<file path="src/include/dutc_pkg.sv">
// package for the converter update and trigger control block
// Function
// - enable converts held code per control
// - auto trigger enable selects hardware trigger
// - rising trigger edge loads held code
// - still-high trigger starts no new conversion
// - edges during conversion are dropped
// - trigger follows raw event flag, not interrupts
// - ten-bit code, output scales over 1023
// - result feeds comparators, optionally output pad
// - reference selection shared with the ADC
// - reference is supply, internal or pin
// - three-bit source select encoding as listed
// - shadow code loads only via high byte write (manual) or trigger edge (auto)
// - manual mode high write loads shadow now
// - justify applies at next load: high write (manual) or trigger edge (auto)
package dutc_pkg;
    localparam logic [3:0] ADDR_CONTROL = 4'h0;
    localparam logic [3:0] ADDR_CODE_LOW = 4'h1;
    localparam logic [3:0] ADDR_CODE_HIGH = 4'h2;
    localparam logic [3:0] ADDR_STATUS = 4'h3;
    localparam logic [3:0] ADDR_REFSEL = 4'h4;
    localparam int CTL_ENABLE_BIT = 0;
    localparam int CTL_PAD_OE_BIT = 1;
    localparam int CTL_LEFT_BIT = 2;
    localparam int CTL_TSEL_LSB = 4;
    localparam int CTL_AUTO_BIT = 7;
    localparam logic [7:0] CONTROL_RESET = 8'h00;
    localparam logic [7:0] CONTROL_MASK = 8'hF7;
    localparam logic [9:0] CODE_RESET = 10'h000;
    localparam logic [1:0] REFSEL_RESET = 2'h0;
    localparam int CODE_W = 10;
    localparam int CONV_TIME_NS = 1000;
    localparam int CLK_PERIOD_NS = 5;
    localparam int CONV_CYCLES = (CONV_TIME_NS + CLK_PERIOD_NS - 1) / CLK_PERIOD_NS;
    localparam logic [7:0] CONV_CYCLES_W = CONV_CYCLES[7:0];
    typedef enum logic [2:0] {
        TSRC_CMP0, TSRC_CMP1, TSRC_EXT0, TSRC_T0_CMP,
        TSRC_T0_OVF, TSRC_T1_CMPB, TSRC_T1_OVF, TSRC_T1_CAPT
    } dutc_tsrc_e;
    typedef enum logic [1:0] {
        REF_ANALOG_SUPPLY, REF_INTERNAL_2V56, REF_PIN, REF_RESERVED
    } dutc_ref_e;
    typedef struct packed {
        logic auto_trigger_enable;
        dutc_tsrc_e trigger_source_select;
        logic spare_bit;
        logic left_justify;
        logic pad_output_enable;
        logic converter_enable;
    } dutc_ctrl_s;
    typedef struct packed {
        logic [9:0] code;
        logic converter_enable;
        logic pad_output_enable;
        logic conv_start;
        logic busy;
        dutc_ref_e ref_sel;
    } dutc_analog_s;
endpackage

</file>
<file path="src/logic/dutc_top.sv">
// converter control: register slave, trigger detector, shadow code and conversion timer
module dutc_top (
    input wire logic clk,
    input wire logic nrst,
    input wire logic [3:0] avs_address,
    input wire logic avs_read,
    input wire logic avs_write,
    input wire logic [31:0] avs_writedata,
    input wire logic [3:0] avs_byteenable,
    output logic [31:0] avs_readdata,
    output logic avs_waitrequest,
    input wire logic [7:0] event_flags,
    output dutc_pkg::dutc_analog_s analog_ctrl
);
    logic rst_meta_ff, rst_sync_ff;
    always_ff @(posedge clk or negedge nrst) begin
        if (!nrst) begin
            rst_meta_ff <= 1'b0;
            rst_sync_ff <= 1'b0;
        end else begin
            rst_meta_ff <= 1'b1;
            rst_sync_ff <= rst_meta_ff;
        end
    end
    wire logic rst_n = rst_sync_ff;

    // event flags may come from other logic or pins; synchronise them all
    logic [7:0] flag_meta_ff, flag_sync_ff;
    always_ff @(posedge clk or negedge rst_n) begin
        if (!rst_n) begin
            flag_meta_ff <= 8'h00;
            flag_sync_ff <= 8'h00;
        end else begin
            flag_meta_ff <= event_flags;
            flag_sync_ff <= flag_meta_ff;
        end
    end

    dutc_pkg::dutc_ctrl_s ctrl_ff, nxt_ctrl;
    logic [7:0] low_ff, nxt_low;
    logic [7:0] high_ff, nxt_high;
    logic [1:0] ref_ff, nxt_ref;
    logic [9:0] shadow_ff, nxt_shadow;
    logic prev_trig_ff, nxt_prev_trig;
    logic [7:0] conv_cnt_ff, nxt_conv_cnt;
    logic start_ff, nxt_start;
    logic ack_ff, nxt_ack;
    logic [31:0] rdata_ff, nxt_rdata;
    logic dropped_ff, nxt_dropped;

    // justify only takes effect when the code is assembled at load time
    function automatic logic [9:0] assemble(input logic left, input logic [7:0] hi, input logic [7:0] lo);
        assemble = left ? {hi, lo[7:6]} : {hi[1:0], lo};
    endfunction

    wire logic access = (avs_read | avs_write) & ~ack_ff;
    wire logic wr = avs_write & ~ack_ff;
    wire logic high_wr = wr && avs_address == dutc_pkg::ADDR_CODE_HIGH && avs_byteenable[0];
    wire logic cur_trig = flag_sync_ff[ctrl_ff.trigger_source_select];
    wire logic trig_edge = cur_trig & ~prev_trig_ff;
    wire logic busy = conv_cnt_ff != 8'h00;

    always_comb begin
        nxt_ctrl = ctrl_ff;
        nxt_low = low_ff;
        nxt_high = high_ff;
        nxt_ref = ref_ff;
        nxt_shadow = shadow_ff;
        nxt_prev_trig = cur_trig;
        nxt_conv_cnt = busy ? conv_cnt_ff - 8'h01 : 8'h00;
        nxt_start = 1'b0;
        nxt_ack = access;
        nxt_rdata = 32'h0000_0000;
        nxt_dropped = dropped_ff;
        if (wr && avs_byteenable[0]) begin
            unique case (avs_address)
                dutc_pkg::ADDR_CONTROL:
                    nxt_ctrl = dutc_pkg::dutc_ctrl_s'(avs_writedata[7:0] & dutc_pkg::CONTROL_MASK);
                dutc_pkg::ADDR_CODE_LOW: nxt_low = avs_writedata[7:0];
                dutc_pkg::ADDR_CODE_HIGH: nxt_high = avs_writedata[7:0];
                dutc_pkg::ADDR_STATUS: nxt_dropped = dropped_ff & ~avs_writedata[1];
                dutc_pkg::ADDR_REFSEL: nxt_ref = avs_writedata[1:0];
                default: ;
            endcase
        end
        if (ctrl_ff.converter_enable) begin
            if (!ctrl_ff.auto_trigger_enable) begin
                if (high_wr) begin
                    nxt_shadow = assemble(ctrl_ff.left_justify, avs_writedata[7:0], low_ff);
                    nxt_start = 1'b1;
                    nxt_conv_cnt = dutc_pkg::CONV_CYCLES_W;
                end
            end else if (trig_edge) begin
                if (!busy) begin
                    nxt_shadow = assemble(ctrl_ff.left_justify, high_ff, low_ff);
                    nxt_start = 1'b1;
                    nxt_conv_cnt = dutc_pkg::CONV_CYCLES_W;
                end else begin
                    nxt_dropped = 1'b1;
                end
            end
        end
        if (access && avs_read) begin
            unique case (avs_address)
                dutc_pkg::ADDR_CONTROL: nxt_rdata = {24'h000000, ctrl_ff};
                dutc_pkg::ADDR_CODE_LOW: nxt_rdata = {24'h000000, low_ff};
                dutc_pkg::ADDR_CODE_HIGH: nxt_rdata = {24'h000000, high_ff};
                dutc_pkg::ADDR_STATUS: nxt_rdata = {20'h00000, shadow_ff, dropped_ff, busy};
                dutc_pkg::ADDR_REFSEL: nxt_rdata = {30'h00000000, ref_ff};
                default: nxt_rdata = 32'h0000_0000;
            endcase
        end
    end

    always_ff @(posedge clk or negedge rst_n) begin
        if (!rst_n) begin
            ctrl_ff <= dutc_pkg::dutc_ctrl_s'(dutc_pkg::CONTROL_RESET);
            low_ff <= 8'h00;
            high_ff <= 8'h00;
            ref_ff <= dutc_pkg::REFSEL_RESET;
            shadow_ff <= dutc_pkg::CODE_RESET;
            prev_trig_ff <= 1'b0;
            conv_cnt_ff <= 8'h00;
            start_ff <= 1'b0;
            ack_ff <= 1'b0;
            rdata_ff <= 32'h0000_0000;
            dropped_ff <= 1'b0;
        end else begin
            ctrl_ff <= nxt_ctrl;
            low_ff <= nxt_low;
            high_ff <= nxt_high;
            ref_ff <= nxt_ref;
            shadow_ff <= nxt_shadow;
            prev_trig_ff <= nxt_prev_trig;
            conv_cnt_ff <= nxt_conv_cnt;
            start_ff <= nxt_start;
            ack_ff <= nxt_ack;
            rdata_ff <= nxt_rdata;
            dropped_ff <= nxt_dropped;
        end
    end

    // one wait state: request held until the registered answer is ready
    assign avs_waitrequest = (avs_read | avs_write) & ~ack_ff;
    assign avs_readdata = rdata_ff;

    always_comb begin
        analog_ctrl.code = shadow_ff;
        analog_ctrl.converter_enable = ctrl_ff.converter_enable;
        analog_ctrl.pad_output_enable = ctrl_ff.pad_output_enable;
        analog_ctrl.conv_start = start_ff;
        analog_ctrl.busy = busy;
        analog_ctrl.ref_sel = dutc_pkg::dutc_ref_e'(ref_ff);
    end
endmodule

</file>
<file path="config.mk">
export PLATFORM = sky130hd
export DESIGN_NAME = dutc_top
export DESIGN_NICKNAME = d
export VERILOG_FILES = /design/src/include/dutc_pkg.sv /design/src/logic/dutc_top.sv
export SDC_FILE = /design/constraint.sdc
export NUM_CORES = 1
export LEC_CHECK = 0
export ABC_AREA = 1
export ABC_CLOCK_PERIOD_IN_PS = 2100
export BUFFER_PORTS_ARGS = -buffer_cell sky130_fd_sc_hd__clkbuf_2
export CAP_MARGIN = 5
export CORE_UTILIZATION = 47
export CTS_CLUSTER_DIAMETER = 60
export CTS_CLUSTER_SIZE = 40
export DETAILED_ROUTE_END_ITERATION = 10
export GPL_TIMING_DRIVEN = 0
export HOLD_SLACK_MARGIN = 0.15
export MAX_ROUTING_LAYER = met4
export PLACE_DENSITY = 0.76
export SKIP_CTS_REPAIR_TIMING = 1
export SLEW_MARGIN = 5
export SYNTH_ARGS = -nofsm -noshare
export SYNTH_HDL_FRONTEND = slang
export SYNTH_SLANG_ARGS = --single-unit
export TNS_END_PERCENT = 30
</file>
<file path="constraint.sdc">
create_clock -name clk -period 2.1 [get_ports clk]
set_input_delay 0.42 -clock clk [delete_from_list [all_inputs] [get_ports clk]]
set_output_delay 0.42 -clock clk [all_outputs]
set_load 0.01 [all_outputs]
</file>
# Yosys cells after proc, flatten, opt, wreduce, memory -nomap -nowiden
# Cells that the tools add are included.
[classes] reduce_logical=12 n_lt_le_gt_ge=1 eq_ne=6 n_mux=27 n_addsub=1 bitwise=8
[ops] op="2-to-1 mux 10 bit" n=6
[ops] op="case mux 12 bit (5 select lines)" n=1
[ops] op="2-to-1 mux 8 bit" n=6
[ops] op="2-to-1 mux 1 bit" n=12
[ops] op="2-to-1 mux 12 bit" n=1
[ops] op="equality test 4 x 2 -> 1 bit, second input constant" n=2
[ops] op="AND reduction 2 bit" n=4
[ops] op="nonzero test 8 bit" n=1
[ops] op="subtractor 8 x 1 -> 8 bit, second input constant" n=1
[ops] op="bitwise AND 1 bit" n=4
[ops] op="equality test 4 x 1 -> 1 bit, second input constant" n=1
[ops] op="equality test 4 x 3 -> 1 bit, second input constant" n=1
[ops] op="logical AND 1 bit" n=4
[ops] op="logical NOT 4 bit" n=1
[ops] op="< comparator 3 x 4 -> 1 bit, second input constant" n=1
[ops] op="AND reduction 4 bit" n=1
[ops] op="binary-select mux 1 bit (select 3 bit)" n=1
[ops] op="NOT 1 bit" n=3
[ops] op="!= test 2 x 1 -> 1 bit, second input constant" n=1
[ops] op="!= test 2 bit, second input constant" n=1
[ops] op="nonzero test 2 bit" n=1
[ops] op="OR 1 bit" n=1
[totals] register_bits=97 out_inout_bits=49 word_cells=74

# Longest topological paths before layout
# Gate-level depths: netlist of run 1.
[logic_depth] ltp_word=8 mapped_depth=11 ltp_nobuf=10

# Least setup slack after synthesis of run 1
# No wires, ideal clock.
[synth_path] path_type="register -> register" start="reg conv_cnt_ff[0]" end="reg shadow_ff[8]" stages_incl_launch_ff=9 n_path_buf=1 arrival_time_ns=1.303 t_required_ns=1.983 setup_slack_ns=0.680 cell_sequence="dfrtp_1 -> inv_1 -> ha_1 -> nand4_4 -> nor2_2 -> nand3_4 -> buf_2 -> nand3_1 -> nand2_1"
[synth_via] elab_chain_cells=3
[synth_lines] item="from (decl)" line="dutc_top.sv:45" text="logic [7:0] conv_cnt_ff, nxt_conv_cnt;"
[synth_lines] item="from (signal assigned)" line="dutc_top.sv:135" text="conv_cnt_ff <= nxt_conv_cnt;"
[synth_lines] item="nonzero test 8 bit" line="dutc_top.sv:61" text="wire logic busy = conv_cnt_ff != 8'h00;"
[synth_lines] item="net busy" line="dutc_top.sv:61"
[synth_lines] item="!= test 2 bit (no source line)"
[synth_lines] item="AND reduction 4 bit (no source line)"
[synth_lines] item="to (signal assigned)" line="dutc_top.sv:121" text="shadow_ff <= dutc_pkg::CODE_RESET;"
[synth_lines] item="to (signal assigned)" line="dutc_top.sv:133" text="shadow_ff <= nxt_shadow;"
[synth_lines] item="to (decl)" line="dutc_top.sv:43" text="logic [9:0] shadow_ff, nxt_shadow;"
# The timed path passes the listed nets, and every way through them passes these cells.
# A chain may end at the register's enable or synchronous reset.

# Final worst setup path of run 1
[layout_path] start="reg conv_cnt_ff[0]" end="out analog_ctrl[2] (netlist bit)"
[layout_via] elab_chain_cells=1
[layout_lines] item="nonzero test 8 bit" line="dutc_top.sv:61"
[layout_lines] item="to (decl)" line="dutc_top.sv:13" text="output dutc_pkg::dutc_analog_s analog_ctrl"
# Every way passes these cells.

==> summary.md, run 1 <==
| Metric | Value |
|---|---|
| Result of the run | finished clean |
| CTS tree | done |
| Count of boundary I/O pins | 101 |
| Final number of max-transition violations | 0 |
| Clock latency on the worst-skew pair | 0.35 ns |
| Finish-stage setup viols | 0 |
| Final hold violation count | 0 |
| Core area | 7210 µm² |
| Type of the most critical hold path | primary input to flip-flop |
| Count of buffering cells on the critical path with inverters included | 3 |
| Cell area after technology mapping | 3500 µm² |
| Distinct cell type count after synthesis | 33 |
| Worst R2R Setup Slack | 0.48 ns |
| Part of the Yosys area used for sequential elements | 55.1% |
| Ratio of total power to cell area | 861 nW/µm² |
| GR Util All Layers | 20.5% |
| Share of final-layout standard cells stronger than drive strength 1 | 24.3% |
| Max clock buf depth | 2 |
| Last weighted congestion value of the routability-driven placer | 0.940 |
| FMAX | 513 MHz |
| Routed vias/inst | 4.76 |
| Max-cap violation count | 0 |
| Setup TNS after final layout | 0 ns |
| CTS sink count | 77 |
| Antenna violations before repair | 0 |
| HPWL after detailed placement | 5520 µm |
| Peak-usage layer in the global routing report | met2 |
| Total routed wirelength | 7350 µm |
| Worst clock skew on the final layout | 0.00838 ns |
| Flip-flop and latch count after synthesis | 77 |
| Number of core rows | 31 |
| Total power | 0.00363 W |
| CP cell instances | inv_1 > ha_1 > nand4_4 > buf_4 > clkbuf_2 |
| Cell type with the highest aggregate area in the netlist | sky130_fd_sc_hd__dfrtp_1 |
| Area overhead of the layout relative to synthesis | 20.6% |
| Crit path arrival time | 1.53 ns |
| Avg Cell Area, Syn | 8.86 µm² |
| Starting DRC count in detailed routing | 144 |
| Number of flops mapped to enable cells by yosys | 0 |
| Mux contribution to synthesized area | 0.322% |
| Largest vdd supply drop | 428 µV |
| CTS clock-pin slew for the worst setup and hold paths | 0.08 ns |
| Number of buffer cells added on primary ports | 53 |
| CP Capture Type | primary output |
| Vias in the first global route | 2392 |
| Horizontal die dimension | 88.3 µm |
| Maximum number of pins on one net before global-route repair | 70 |
| Setup repair after global routing missed its margin | false |
| Startpoint of the most critical hold path | event_flags[7] |
| Average detailed-routed wire length per instance | 12.6 µm |
| Nets | 535 |
| Share of synthesized cell area in full adder, half adder and majority cells | 0.715% |
| Drc violations | 0 |
| Cells after Synth | 395 |
| Main combinational cell family by area after synthesis | simple AND/OR/NAND/NOR gates |
| Starting density of the core | 48.5% |
| Required @ worst endpoint | 1.68 ns |
| Time the worst path needs with I/O delays and setup | 1.95 ns |
| Met1 track demand over resource in global routing | 28.5% |
| Critical Path Fanout Max | 8 |
| Die Y-Extent | 88.3 µm |
| Post-synthesis share of cell area spent on xor and xnor gates | 0.751% |
| First-pass GRT wire length | 11600 µm |
| Warning count from the yosys run | 0 |
| Commonest cells in the synthesized netlist | sky130_fd_sc_hd__nand2_1 (122), sky130_fd_sc_hd__dfrtp_1 (77), sky130_fd_sc_hd__inv_1 (38), sky130_fd_sc_hd__o21ai_0 (27), sky130_fd_sc_hd__buf_4 (24) |
| Number of buffers inserted during clock tree synthesis | 9 |
| Leading post-synthesis cells by cell area | sky130_fd_sc_hd__dfrtp_1 (55%), sky130_fd_sc_hd__nand2_1 (13%), sky130_fd_sc_hd__buf_4 (5.2%) |
| Layout filler cell count | 675 |
| Largest stage delay on the critical path | 0.38 ns |
| Remaining global-route overflow | 0 |
| Primary FF master, synth | sky130_fd_sc_hd__dfrtp_1 |
| Slowest-stage cell, CP | sky130_fd_sc_hd__dfrtp_1 |
| Source of the worst register-to-register timing path | conv_cnt_ff[0] |
| TritonRoute pass-1 iters | 5 |
| Total number of H-tree levels | 3 |
| Antenna Nets Post-Route | 0 |
| Cell type group with the largest total delay on the critical path | buffers and inverters |
| Die Outline Area | 7790 µm² |
| Met3 usage in global routing | 3.73% |
| Final worst path period share | 92.9% |
| Global-route met2 utilization | 29.8% |
| CTS Root Buffer Type | sky130_fd_sc_hd__clkbuf_8 |
| Compound-cell area share of the yosys netlist | 8.19% |
| Post-synth ARST share | 100% |
| Via count | 2785 |
| Static power due to leakage | 2.19 nW |
| Basic-gate share of the synthesized area counting and, or, nand and nor cells | 23.9% |
| Crit start category | flip-flop |
| Most frequently used cell type in the post-synthesis netlist | sky130_fd_sc_hd__nand2_1 |
| Category of the critical setup timing path | flip-flop to primary output |
| Number of diodes added for antenna fixing | 0 |
| Fraction of synthesized cell area taken by the top area cell type | 55.1% |
| Crit path from | conv_cnt_ff[0] |
## registers in the layout, indices dropped and copies added (netlist names), 2 cells and up
name,count
low_ff,8
flag_sync_ff,8
conv_cnt_ff,8
analog_ctrl,2
ref_ff,2
flag_meta_ff,8
avs_readdata,12
shadow_ff,10
ctrl_ff,5
high_ff,8
## kinds of logic (layout without fill, tap and decap cells)
kind of cell | Yosys count | in the layout
buf+inv | 74 | 146
flops | 77 | 77
mux | 1 | 1
xor+xnor | 3 | 3
simple gates | 185 | 185
other cells | 2 | 21
fa+ha+maj | 2 | 2
compound gates | 51 | 51
## power breakdown
group / total [W] / internal, W / switching (W)
clock network: 0.00115 / 0.000567 / 0.000579
registers: 0.00185 / 0.00168 / 0.000170
logic: 0.000642 / 0.000259 / 0.000383
## final cells by class
cell class	count	area, µm²	share of cell area [%]
Sequential cell	77	1930	45.8
Multi-Input combinational cell	263	1260	29.9
Timing Repair Buffer	56	313	7.42
Buffer	32	223	5.28
Inverter	42	158	3.74
Clock buffer	9	124	2.94
Tap cell	99	124	2.94
Clock inverter	7	83.8	1.99
## metal layers
layer / part of all wire, % / wire (µm)
met4: 1.2 / 89
met2: 46 / 3380
met3: 6.9 / 508
met1: 46 / 3380
met5: 0 / 0
## worst register-to-register path, delay by kind of cell, from the launching register on
kind	cells	cell delay, ns
simple gates	5	0.63
flops	1	0.38
buf+inv	2	0.29
fa+ha+maj	1	0.21
## final timing paths
path | end | cells after the start
hold / removal | flag_meta_ff[7] | 1
hold reg to reg | flag_sync_ff[3] | 1
min in group asynchronous | flag_sync_ff[3] | 1
max in group asynchronous | flag_meta_ff[3] | 1
setup reg to reg | shadow_ff[3] | 8
setup / recovery | analog_ctrl[2] | 5
## metrics by stage
stage	hold slack (ns)	cells	cell area [µm²]	setup slack (ns)	utilization, %
CTS	-0.172	583	4200	0.126	58.2
finish	0.170	585	4220	0.149	58.5
detailed placement	0.135	567	3990	0.378	55.3
global route	0.156	585	4220	0.0600	58.5
floorplan	0.124	414	3570	0.680	-
global placement	0.206	566	3960	0.404	54.9
## cell usage in the layout, fill, tap and decap left out, types with 3 or more instances in the layout
master / netlist / routed
sky130_fd_sc_hd__nor2_1: 23 / 23
sky130_fd_sc_hd__clkbuf_2: 0 / 53
sky130_fd_sc_hd__clkinv_4: 0 / 3
sky130_fd_sc_hd__nor2_4: 4 / 4
sky130_fd_sc_hd__inv_1: 38 / 38
sky130_fd_sc_hd__dfrtp_1: 77 / 76
sky130_fd_sc_hd__a41oi_1: 5 / 5
sky130_fd_sc_hd__nand4_1: 3 / 3
sky130_fd_sc_hd__o21ai_1: 7 / 7
sky130_fd_sc_hd__nand2_1: 122 / 122
sky130_fd_sc_hd__nand3_1: 21 / 21
sky130_fd_sc_hd__conb_1: 2 / 21
sky130_fd_sc_hd__buf_4: 24 / 24
sky130_fd_sc_hd__o21ai_0: 27 / 27
sky130_fd_sc_hd__inv_2: 4 / 4
sky130_fd_sc_hd__a21oi_1: 7 / 7
sky130_fd_sc_hd__buf_2: 4 / 4
sky130_fd_sc_hd__clkbuf_1: 3 / 3
sky130_fd_sc_hd__clkbuf_8: 0 / 9
Power figures use the tool's default switching activity.
==> run 2, diff against run 1 <==
--- a/config.mk
+++ b/config.mk
@@ -6,17 +6,17 @@
 export NUM_CORES = 1
 export LEC_CHECK = 0
 export ABC_AREA = 1
-export ABC_CLOCK_PERIOD_IN_PS = 2100
+export ABC_CLOCK_PERIOD_IN_PS = 2300
 export BUFFER_PORTS_ARGS = -buffer_cell sky130_fd_sc_hd__clkbuf_2
 export CAP_MARGIN = 5
-export CORE_UTILIZATION = 47
+export CORE_UTILIZATION = 56
 export CTS_CLUSTER_DIAMETER = 60
 export CTS_CLUSTER_SIZE = 40
 export DETAILED_ROUTE_END_ITERATION = 10
 export GPL_TIMING_DRIVEN = 0
 export HOLD_SLACK_MARGIN = 0.15
 export MAX_ROUTING_LAYER = met4
-export PLACE_DENSITY = 0.76
+export PLACE_DENSITY = 0.85
 export SKIP_CTS_REPAIR_TIMING = 1
 export SLEW_MARGIN = 5
 export SYNTH_ARGS = -nofsm -noshare
==> constraint.sdc (replaced) <==
create_clock -name clk -period 2.3 [get_ports clk]
set_input_delay 0.46 -clock clk [delete_from_list [all_inputs] [get_ports clk]]
set_output_delay 0.46 -clock clk [all_outputs]
set_load 0.01 [all_outputs]
==> run 2 against run 1 <==
Effect of this change:
- global-route usage up 4.2 points
- critical path depth is the same
- worst hold slack lost 0.036 ns
- clock power is 18% lower
- count of clock-buffer cells in the layout rose by 1
- wire length down 0.90%
- final area shrank 1.5%
- core utilization increased by 11 points
- setup slack better by 0.16 ns
- cell count decreased by 4.3%
- via count down 1.3%
- sequential share of layout area rose by 0.68 points
==> summary.md, run 2 (same netlist as run 1, synthesis figures left out) <==
| Metric | Value |
|---|---|
| Result of the run | finished clean |
| Highest-count cells in the layout ignoring fill and taps | sky130_fd_sc_hd__nand2_1 (122), sky130_fd_sc_hd__dfrtp_1 (76), sky130_fd_sc_hd__clkbuf_2 (53), sky130_fd_sc_hd__inv_1 (38), sky130_fd_sc_hd__o21ai_0 (27) |
| Horizontal die dimension | 81.0 µm (-8.2%) |
| Antenna violations before repair | 0 (unchanged) |
| Routed vias/inst | 4.91 (+3.1%) |
| GR Util All Layers | 24.7% (+4.2 points) |
| FF-to-FF End | shadow_ff[5] |
| Final hold violation count | 0 (unchanged) |
| Share of final-layout standard cells stronger than drive strength 1 | 24.3% (+0.050 points) |
| Setup TNS after final layout | 0 ns (unchanged) |
| TritonRoute pass-1 iters | 4 (-1) |
| Worst R2R Setup Slack | 0.67 ns (+0.19 ns) |
| Final cell utilization of the core | 69.4% (+11 points) |
| Proportion of power drawn by combinational gates | 18.2% (+0.5 points) |
| Worst R2R Path Depth | 8 (unchanged) |
| Starting DRC count in detailed routing | 152 (+5.6%) |
| Sequential share of power | 52.6% (+1.8 points) |
| Cell Int Power | 0.00219 W (-12%) |
| Crit path from | conv_cnt_ff[0] |
| Switching Share | 31.9% (+0.74 points) |
| Vias in the first global route | 2436 (+1.8%) |
| Antenna Nets Post-Route | 0 (unchanged) |
| Max clock buf depth | 2 (unchanged) |
| Core area | 5990 µm² (-17%) |
| Leading cell type in the layout, fill and taps excluded | sky130_fd_sc_hd__nand2_1 |
| CTS tree | done |
| Number of buffers inserted during clock tree synthesis | 9 (unchanged) |
| Number of buffer cells added on primary ports | 53 (unchanged) |
| Critical Path Fanout Max | 8 (unchanged) |
| Clock latency on the worst-skew pair | 0.35 ns (about the same) |
| Die Y-Extent | 81.0 µm (-8.2%) |
| HPWL after detailed placement | 5450 µm (-1.3%) |
| Share of total power in the clock network | 29.2% (-2.3 points) |
| CP Capture Type | primary output |
| Setup repair after global routing missed its margin | false |
| Type of the most critical hold path | flip-flop to async pin |
| Die Outline Area | 6570 µm² (-16%) |
| Worst setup endpoint | analog_ctrl[2] |
| Via count | 2749 (-1.3%) |
| Total routed wirelength | 7290 µm (-0.90%) |
| Finish-stage setup viols | 0 (unchanged) |
| Number of core rows | 28 (-9.7%) |
| First-pass GRT wire length | 11600 µm (about the same) |
| Time the worst path needs with I/O delays and setup | 1.99 ns |
| Count of boundary I/O pins | 101 (unchanged) |
| Worst clock skew on the final layout | 0.00936 ns (+0.000982 ns) |
| Nets | 534 (-0.19%) |
| Source of the worst register-to-register timing path | conv_cnt_ff[0] |
| Category of the critical setup timing path | flip-flop to primary output |
| Total number of H-tree levels | 3 (unchanged) |
| CTS Root Buffer Type | sky130_fd_sc_hd__clkbuf_8 |
| Average detailed-routed wire length per instance | 13.0 µm (+3.5%) |
| Final worst path period share | 86.7% |
| Number of diodes added for antenna fixing | 0 (unchanged) |
| Required @ worst endpoint | 1.84 ns (+0.16 ns) |
| Largest vdd supply drop | 474 µV (+11%) |
| Static power due to leakage | 2.17 nW (-0.98%) |
| Flip-flop count of the largest register, all copies and words added | 12 (unchanged) |
| Ratio of total power to cell area | 774 nW/µm² (-10%) |
| Drc violations | 0 (unchanged) |
| Maximum number of pins on one net before global-route repair | 70 (unchanged) |
| Crit path arrival time | 1.53 ns (about the same) |
| FMAX | 501 MHz |
| NetSw | 0.00103 W (-9.3%) |
| Last weighted congestion value of the routability-driven placer | 0.949 (+0.96%) |
| CTS clock-pin slew for the worst setup and hold paths | 0.09 ns (about the same) |
| Remaining global-route overflow | 0 (unchanged) |
| Max-cap violation count | 0 (unchanged) |
| CTS sink count | 77 (unchanged) |
| Final number of max-transition violations | 0 (unchanged) |
| Starting density of the core | 58.4% (+9.9 points) |
| Area overhead of the layout relative to synthesis | 18.8% |
| Crit start category | flip-flop |
run 2: worst min-delay path by stage:
stage / start / end / slack, ns
finish: rst_n / flag_meta_ff[2] / 0.13
global route: rst_n / flag_meta_ff[7] / 0.15
CTS: nrst / rst_n / -0.13
detailed placement: rst_n / flag_meta_ff[5] / 0.13
global placement: nrst / rst_meta_ff / 0.25
floorplan: nrst / rst_meta_ff / 0.16
run 2: layout make-up:
| type | instances | area [µm²] |
|---|---|---|
| inverter | 42 | 158 |
| clock inverter | 6 | 48.8 |
| clock buffer | 10 | 138 |
| fill | 477 | 1830 |
| timing repair buffer | 55 | 303 |
| buffer | 32 | 223 |
| multi-input combinational | 263 | 1260 |
| sequential | 77 | 1930 |
| tap | 75 | 93.8 |
run 2: worst max-delay path, stage by stage, from the launching register on:
cell and delay (ns):
sky130_fd_sc_hd__dfrtp_1 0.38, sky130_fd_sc_hd__inv_1 0.10, sky130_fd_sc_hd__ha_1 0.21, sky130_fd_sc_hd__nand4_4 0.20, sky130_fd_sc_hd__buf_4 0.19, sky130_fd_sc_hd__clkbuf_2 0.11
run 2: power groups by stage:
stage	clock network (W)	logic, W	registers [W]
finish	0.000940	0.000587	0.00169
global placement	0	0.000528	0.00173
global route	0.00101	0.000662	0.00171
floorplan	0	0.000411	0.00170
detailed placement	0	0.000585	0.00171
CTS	0.000942	0.000589	0.00169
run 2: metrics by stage:
stage | setup slack, ns | hold WS (ns) | total power, W | cell area, µm² | std cells
detailed placement | 0.566 | 0.133 | 0.00230 | 3960 | 543
global route | 0.205 | 0.154 | 0.00338 | 4160 | 560
finish | 0.305 | 0.134 | 0.00322 | 4160 | 560
CTS | 0.286 | -0.130 | 0.00322 | 4150 | 559
global placement | 0.588 | 0.245 | 0.00225 | 3930 | 542
floorplan | 0.880 | 0.164 | 0.00211 | 3570 | 414
run 2: metal layers:
layer	vias to the layer above	share of wire [%]	wire, µm	GRT usage (%)
li1	1379	-	-	-
met4	0	1.6	116	10.9
met5	-	0	0	-
met3	12	5.4	397	4.94
met1	1276	45	3280	32.0
met2	82	48	3500	37.7
==> run 3, diff against run 2 <==
--- a/config.mk
+++ b/config.mk
@@ -9,17 +9,16 @@
 export ABC_CLOCK_PERIOD_IN_PS = 2300
 export BUFFER_PORTS_ARGS = -buffer_cell sky130_fd_sc_hd__clkbuf_2
 export CAP_MARGIN = 5
-export CORE_UTILIZATION = 56
+export CORE_UTILIZATION = 55
 export CTS_CLUSTER_DIAMETER = 60
 export CTS_CLUSTER_SIZE = 40
 export DETAILED_ROUTE_END_ITERATION = 10
 export GPL_TIMING_DRIVEN = 0
 export HOLD_SLACK_MARGIN = 0.15
 export MAX_ROUTING_LAYER = met4
-export PLACE_DENSITY = 0.85
+export PLACE_DENSITY = 0.84
 export SKIP_CTS_REPAIR_TIMING = 1
 export SLEW_MARGIN = 5
 export SYNTH_ARGS = -nofsm -noshare
 export SYNTH_HDL_FRONTEND = slang
 export SYNTH_SLANG_ARGS = --single-unit
-export TNS_END_PERCENT = 30
==> run 3 against run 2 <==
Effect of this change:
- wire length is 3.9% higher
- clock skew hardly changed
- setup slack worse by 0.0022 ns
- cell count is 0.18% higher
- count of clock-buffer cells in the layout stayed put
- flip-flop and latch count stayed put
- global-route usage is 0.85 points higher
- largest cell class unchanged
==> summary.md, run 3 (same netlist as run 1, synthesis figures left out) <==
| Metric | Value |
|---|---|
| Result of the run | finished clean |
| FF-to-FF End | shadow_ff[6] |
| Average detailed-routed wire length per instance | 13.5 µm (+3.7%) |
| Setup slack at placement | 0.557 ns (-0.00918 ns) |
| Number of diodes added for antenna fixing | 0 (unchanged) |
| Number of buffer cells added on primary ports | 53 (unchanged) |
| GR Util All Layers | 25.6% (+0.85 points) |
| Cell type group with the largest total delay on the critical path | buffers and inverters |
| Count of buffering cells on the critical path with inverters included | 3 (unchanged) |
| Worst R2R Setup Slack | 0.68 ns (about the same) |
| Largest vdd supply drop | 533 µV (+12%) |
| Top metal layer carrying routed signals | met4 |
| Wire length on met2 | 3670 µm (+4.9%) |
| Leading cell type in the layout, fill and taps excluded | sky130_fd_sc_hd__nand2_1 |
| Nets | 535 (+0.19%) |
| Starting DRC count in detailed routing | 135 (-11%) |
| Total power | 0.00334 W (+3.7%) |
| Routed vias/inst | 4.98 (+1.5%) |
| Horizontal die dimension | 81.8 µm (+0.88%) |
| Area overhead of the layout relative to synthesis | 19.7% |
| Via count | 2794 (+1.6%) |
| Final number of max-transition violations | 0 (unchanged) |
| Slowest-stage cell, CP | sky130_fd_sc_hd__dfrtp_1 |
| Path length in cells of the critical path | 5 (unchanged) |
| Type of the most critical hold path | flip-flop to async pin |
| Post-Layout Inst Area | 4190 µm² (+0.78%) |
| Core area | 6030 µm² (+0.58%) |
| Clock latency on the worst-skew pair | 0.35 ns (about the same) |
| FMAX | 501 MHz (-0.11%) |
| Share of final-layout standard cells stronger than drive strength 1 | 24.3% (-0.050 points) |
| Maximum number of pins on one net before global-route repair | 70 (unchanged) |
| Required @ worst endpoint | 1.84 ns (about the same) |
| CTS clock-pin slew for the worst setup and hold paths | 0.08 ns (about the same) |
| Flip-flop count of the largest register, all copies and words added | 12 (unchanged) |
| Worst clock skew on the final layout | 0.00898 ns (-0.000381 ns) |
| Number of buffers inserted during clock tree synthesis | 9 (unchanged) |
| Antenna violations before repair | 0 (unchanged) |
| Post-DP Area | 3960 µm² (unchanged) |
| Category of the critical setup timing path | flip-flop to primary output |
| CP cell instances | inv_1 > ha_1 > nand4_4 > buf_4 > clkbuf_2 |
| Vias in the first global route | 2589 (+6.3%) |
| Die Outline Area | 6680 µm² (+1.8%) |
| Ratio of total power to cell area | 796 nW/µm² (+2.9%) |
| Setup repair after global routing missed its margin | false |
| CP Capture Type | primary output |
| Largest stage delay on the critical path | 0.38 ns (about the same) |
| Final cell utilization of the core | 69.5% (+0.14 points) |
| Crit start category | flip-flop |
| Final worst path period share | 86.8% (+0.096 points) |
| Max clock buf depth | 2 (unchanged) |
| Die Y-Extent | 81.8 µm (+0.88%) |
| Static power due to leakage | 2.19 nW (+0.86%) |
| Setup TNS after final layout | 0 ns (unchanged) |
| Routed met3 length | 472 µm (+19%) |
| Final worst setup slack | 0.303 ns (-0.00220 ns) |
| Antenna Nets Post-Route | 0 (unchanged) |
| Number of core rows | 28 (unchanged) |
| Highest-count cells in the layout ignoring fill and taps | sky130_fd_sc_hd__nand2_1 (122), sky130_fd_sc_hd__dfrtp_1 (76), sky130_fd_sc_hd__clkbuf_2 (53), sky130_fd_sc_hd__inv_1 (38), sky130_fd_sc_hd__o21ai_0 (27) |
| Max-cap violation count | 0 (unchanged) |
| Count of boundary I/O pins | 101 (unchanged) |
| TritonRoute pass-1 iters | 5 (+1) |
| Last weighted congestion value of the routability-driven placer | 0.955 (+0.66%) |
| Worst R2R Path Depth | 8 (unchanged) |
| Drc violations | 0 (unchanged) |
| Remaining global-route overflow | 0 (unchanged) |
| CTS sink count | 77 (unchanged) |
| Finish-stage setup viols | 0 (unchanged) |
| Detailed-route wire length on metal 1 | 3280 µm (+0.15%) |
| Time the worst path needs with I/O delays and setup | 2.00 ns (+0.00220 ns) |
| Crit path arrival time | 1.54 ns (about the same) |
| Source of the worst register-to-register timing path | conv_cnt_ff[0] |
| HPWL after detailed placement | 5610 µm (+2.9%) |
| First-pass GRT wire length | 12100 µm (+4.5%) |
| Worst setup endpoint | analog_ctrl[2] |
| Final hold violation count | 0 (unchanged) |
| Total routed wirelength | 7570 µm (+3.9%) |
| Crit path from | conv_cnt_ff[0] |
| Critical Path Fanout Max | 8 (unchanged) |
| Total number of H-tree levels | 3 (unchanged) |
| Starting density of the core | 58.1% (-0.34 points) |
| CTS Root Buffer Type | sky130_fd_sc_hd__clkbuf_8 |
| CTS tree | done |
[run 3: cell types whose count changed in the layout (fill, tap and decap cells not counted), sizes merged]
cell,previous run,this run
bufinv,0,1
clkinvlp,3,2
inv,42,43
clkinv,3,2
dlygate4sd3,1,2
[run 3: cell type report]
| class | count | area, µm² |
|---|---|---|
| Buffer | 32 | 223 |
| Clock buffer | 10 | 138 |
| Fill cell | 500 | 1840 |
| Inverter | 42 | 158 |
| Sequential cell | 77 | 1930 |
| Timing Repair Buffer | 56 | 313 |
| Multi-Input combinational cell | 263 | 1260 |
| Tap cell | 75 | 93.8 |
| Clock inverter | 6 | 71.3 |
[run 3: worst reg2reg max path, delay by kind of cell, from the launching register on]
kind | cells | cell delay [ns]
flops | 1 | 0.38
fa+ha+maj | 1 | 0.20
buf+inv | 2 | 0.29
simple gates | 5 | 0.65
[run 3: worst min path at each step]
stage	startpoint	endpoint	slack (ns)
after floorplan	nrst	rst_meta_ff	0.16
after global placement	nrst	rst_meta_ff	0.25
after detailed placement	rst_n	flag_meta_ff[2]	0.14
after CTS	nrst	rst_n	-0.13
after global routing	rst_n	flag_meta_ff[5]	0.15
final	rst_n	flag_meta_ff[2]	0.14
[run 3: per-stage QoR]
| step | cells | hold WS, ns |
|---|---|---|
| global placement | 542 | 0.246 |
| global route | 561 | 0.150 |
| floorplan | 414 | 0.164 |
| finish | 561 | 0.136 |
| CTS | 559 | -0.132 |
| detailed placement | 543 | 0.138 |
[run 3: power breakdown]
part	total (W)	leakage, nW	internal [W]	switching [W]
Combinational	0.000593	1.15	0.000236	0.000357
Clock	0.00105	0.0991	0.000538	0.000509
Sequential	0.00170	0.934	0.00153	0.000166
[run 3: per-layer routing]
layer / global-route usage (%) / up-vias
li1: - / 1377
met4: 9.82 / 0
met5: - / -
met3: 6.00 / 17
met2: 39.4 / 96
met1: 32.7 / 1304
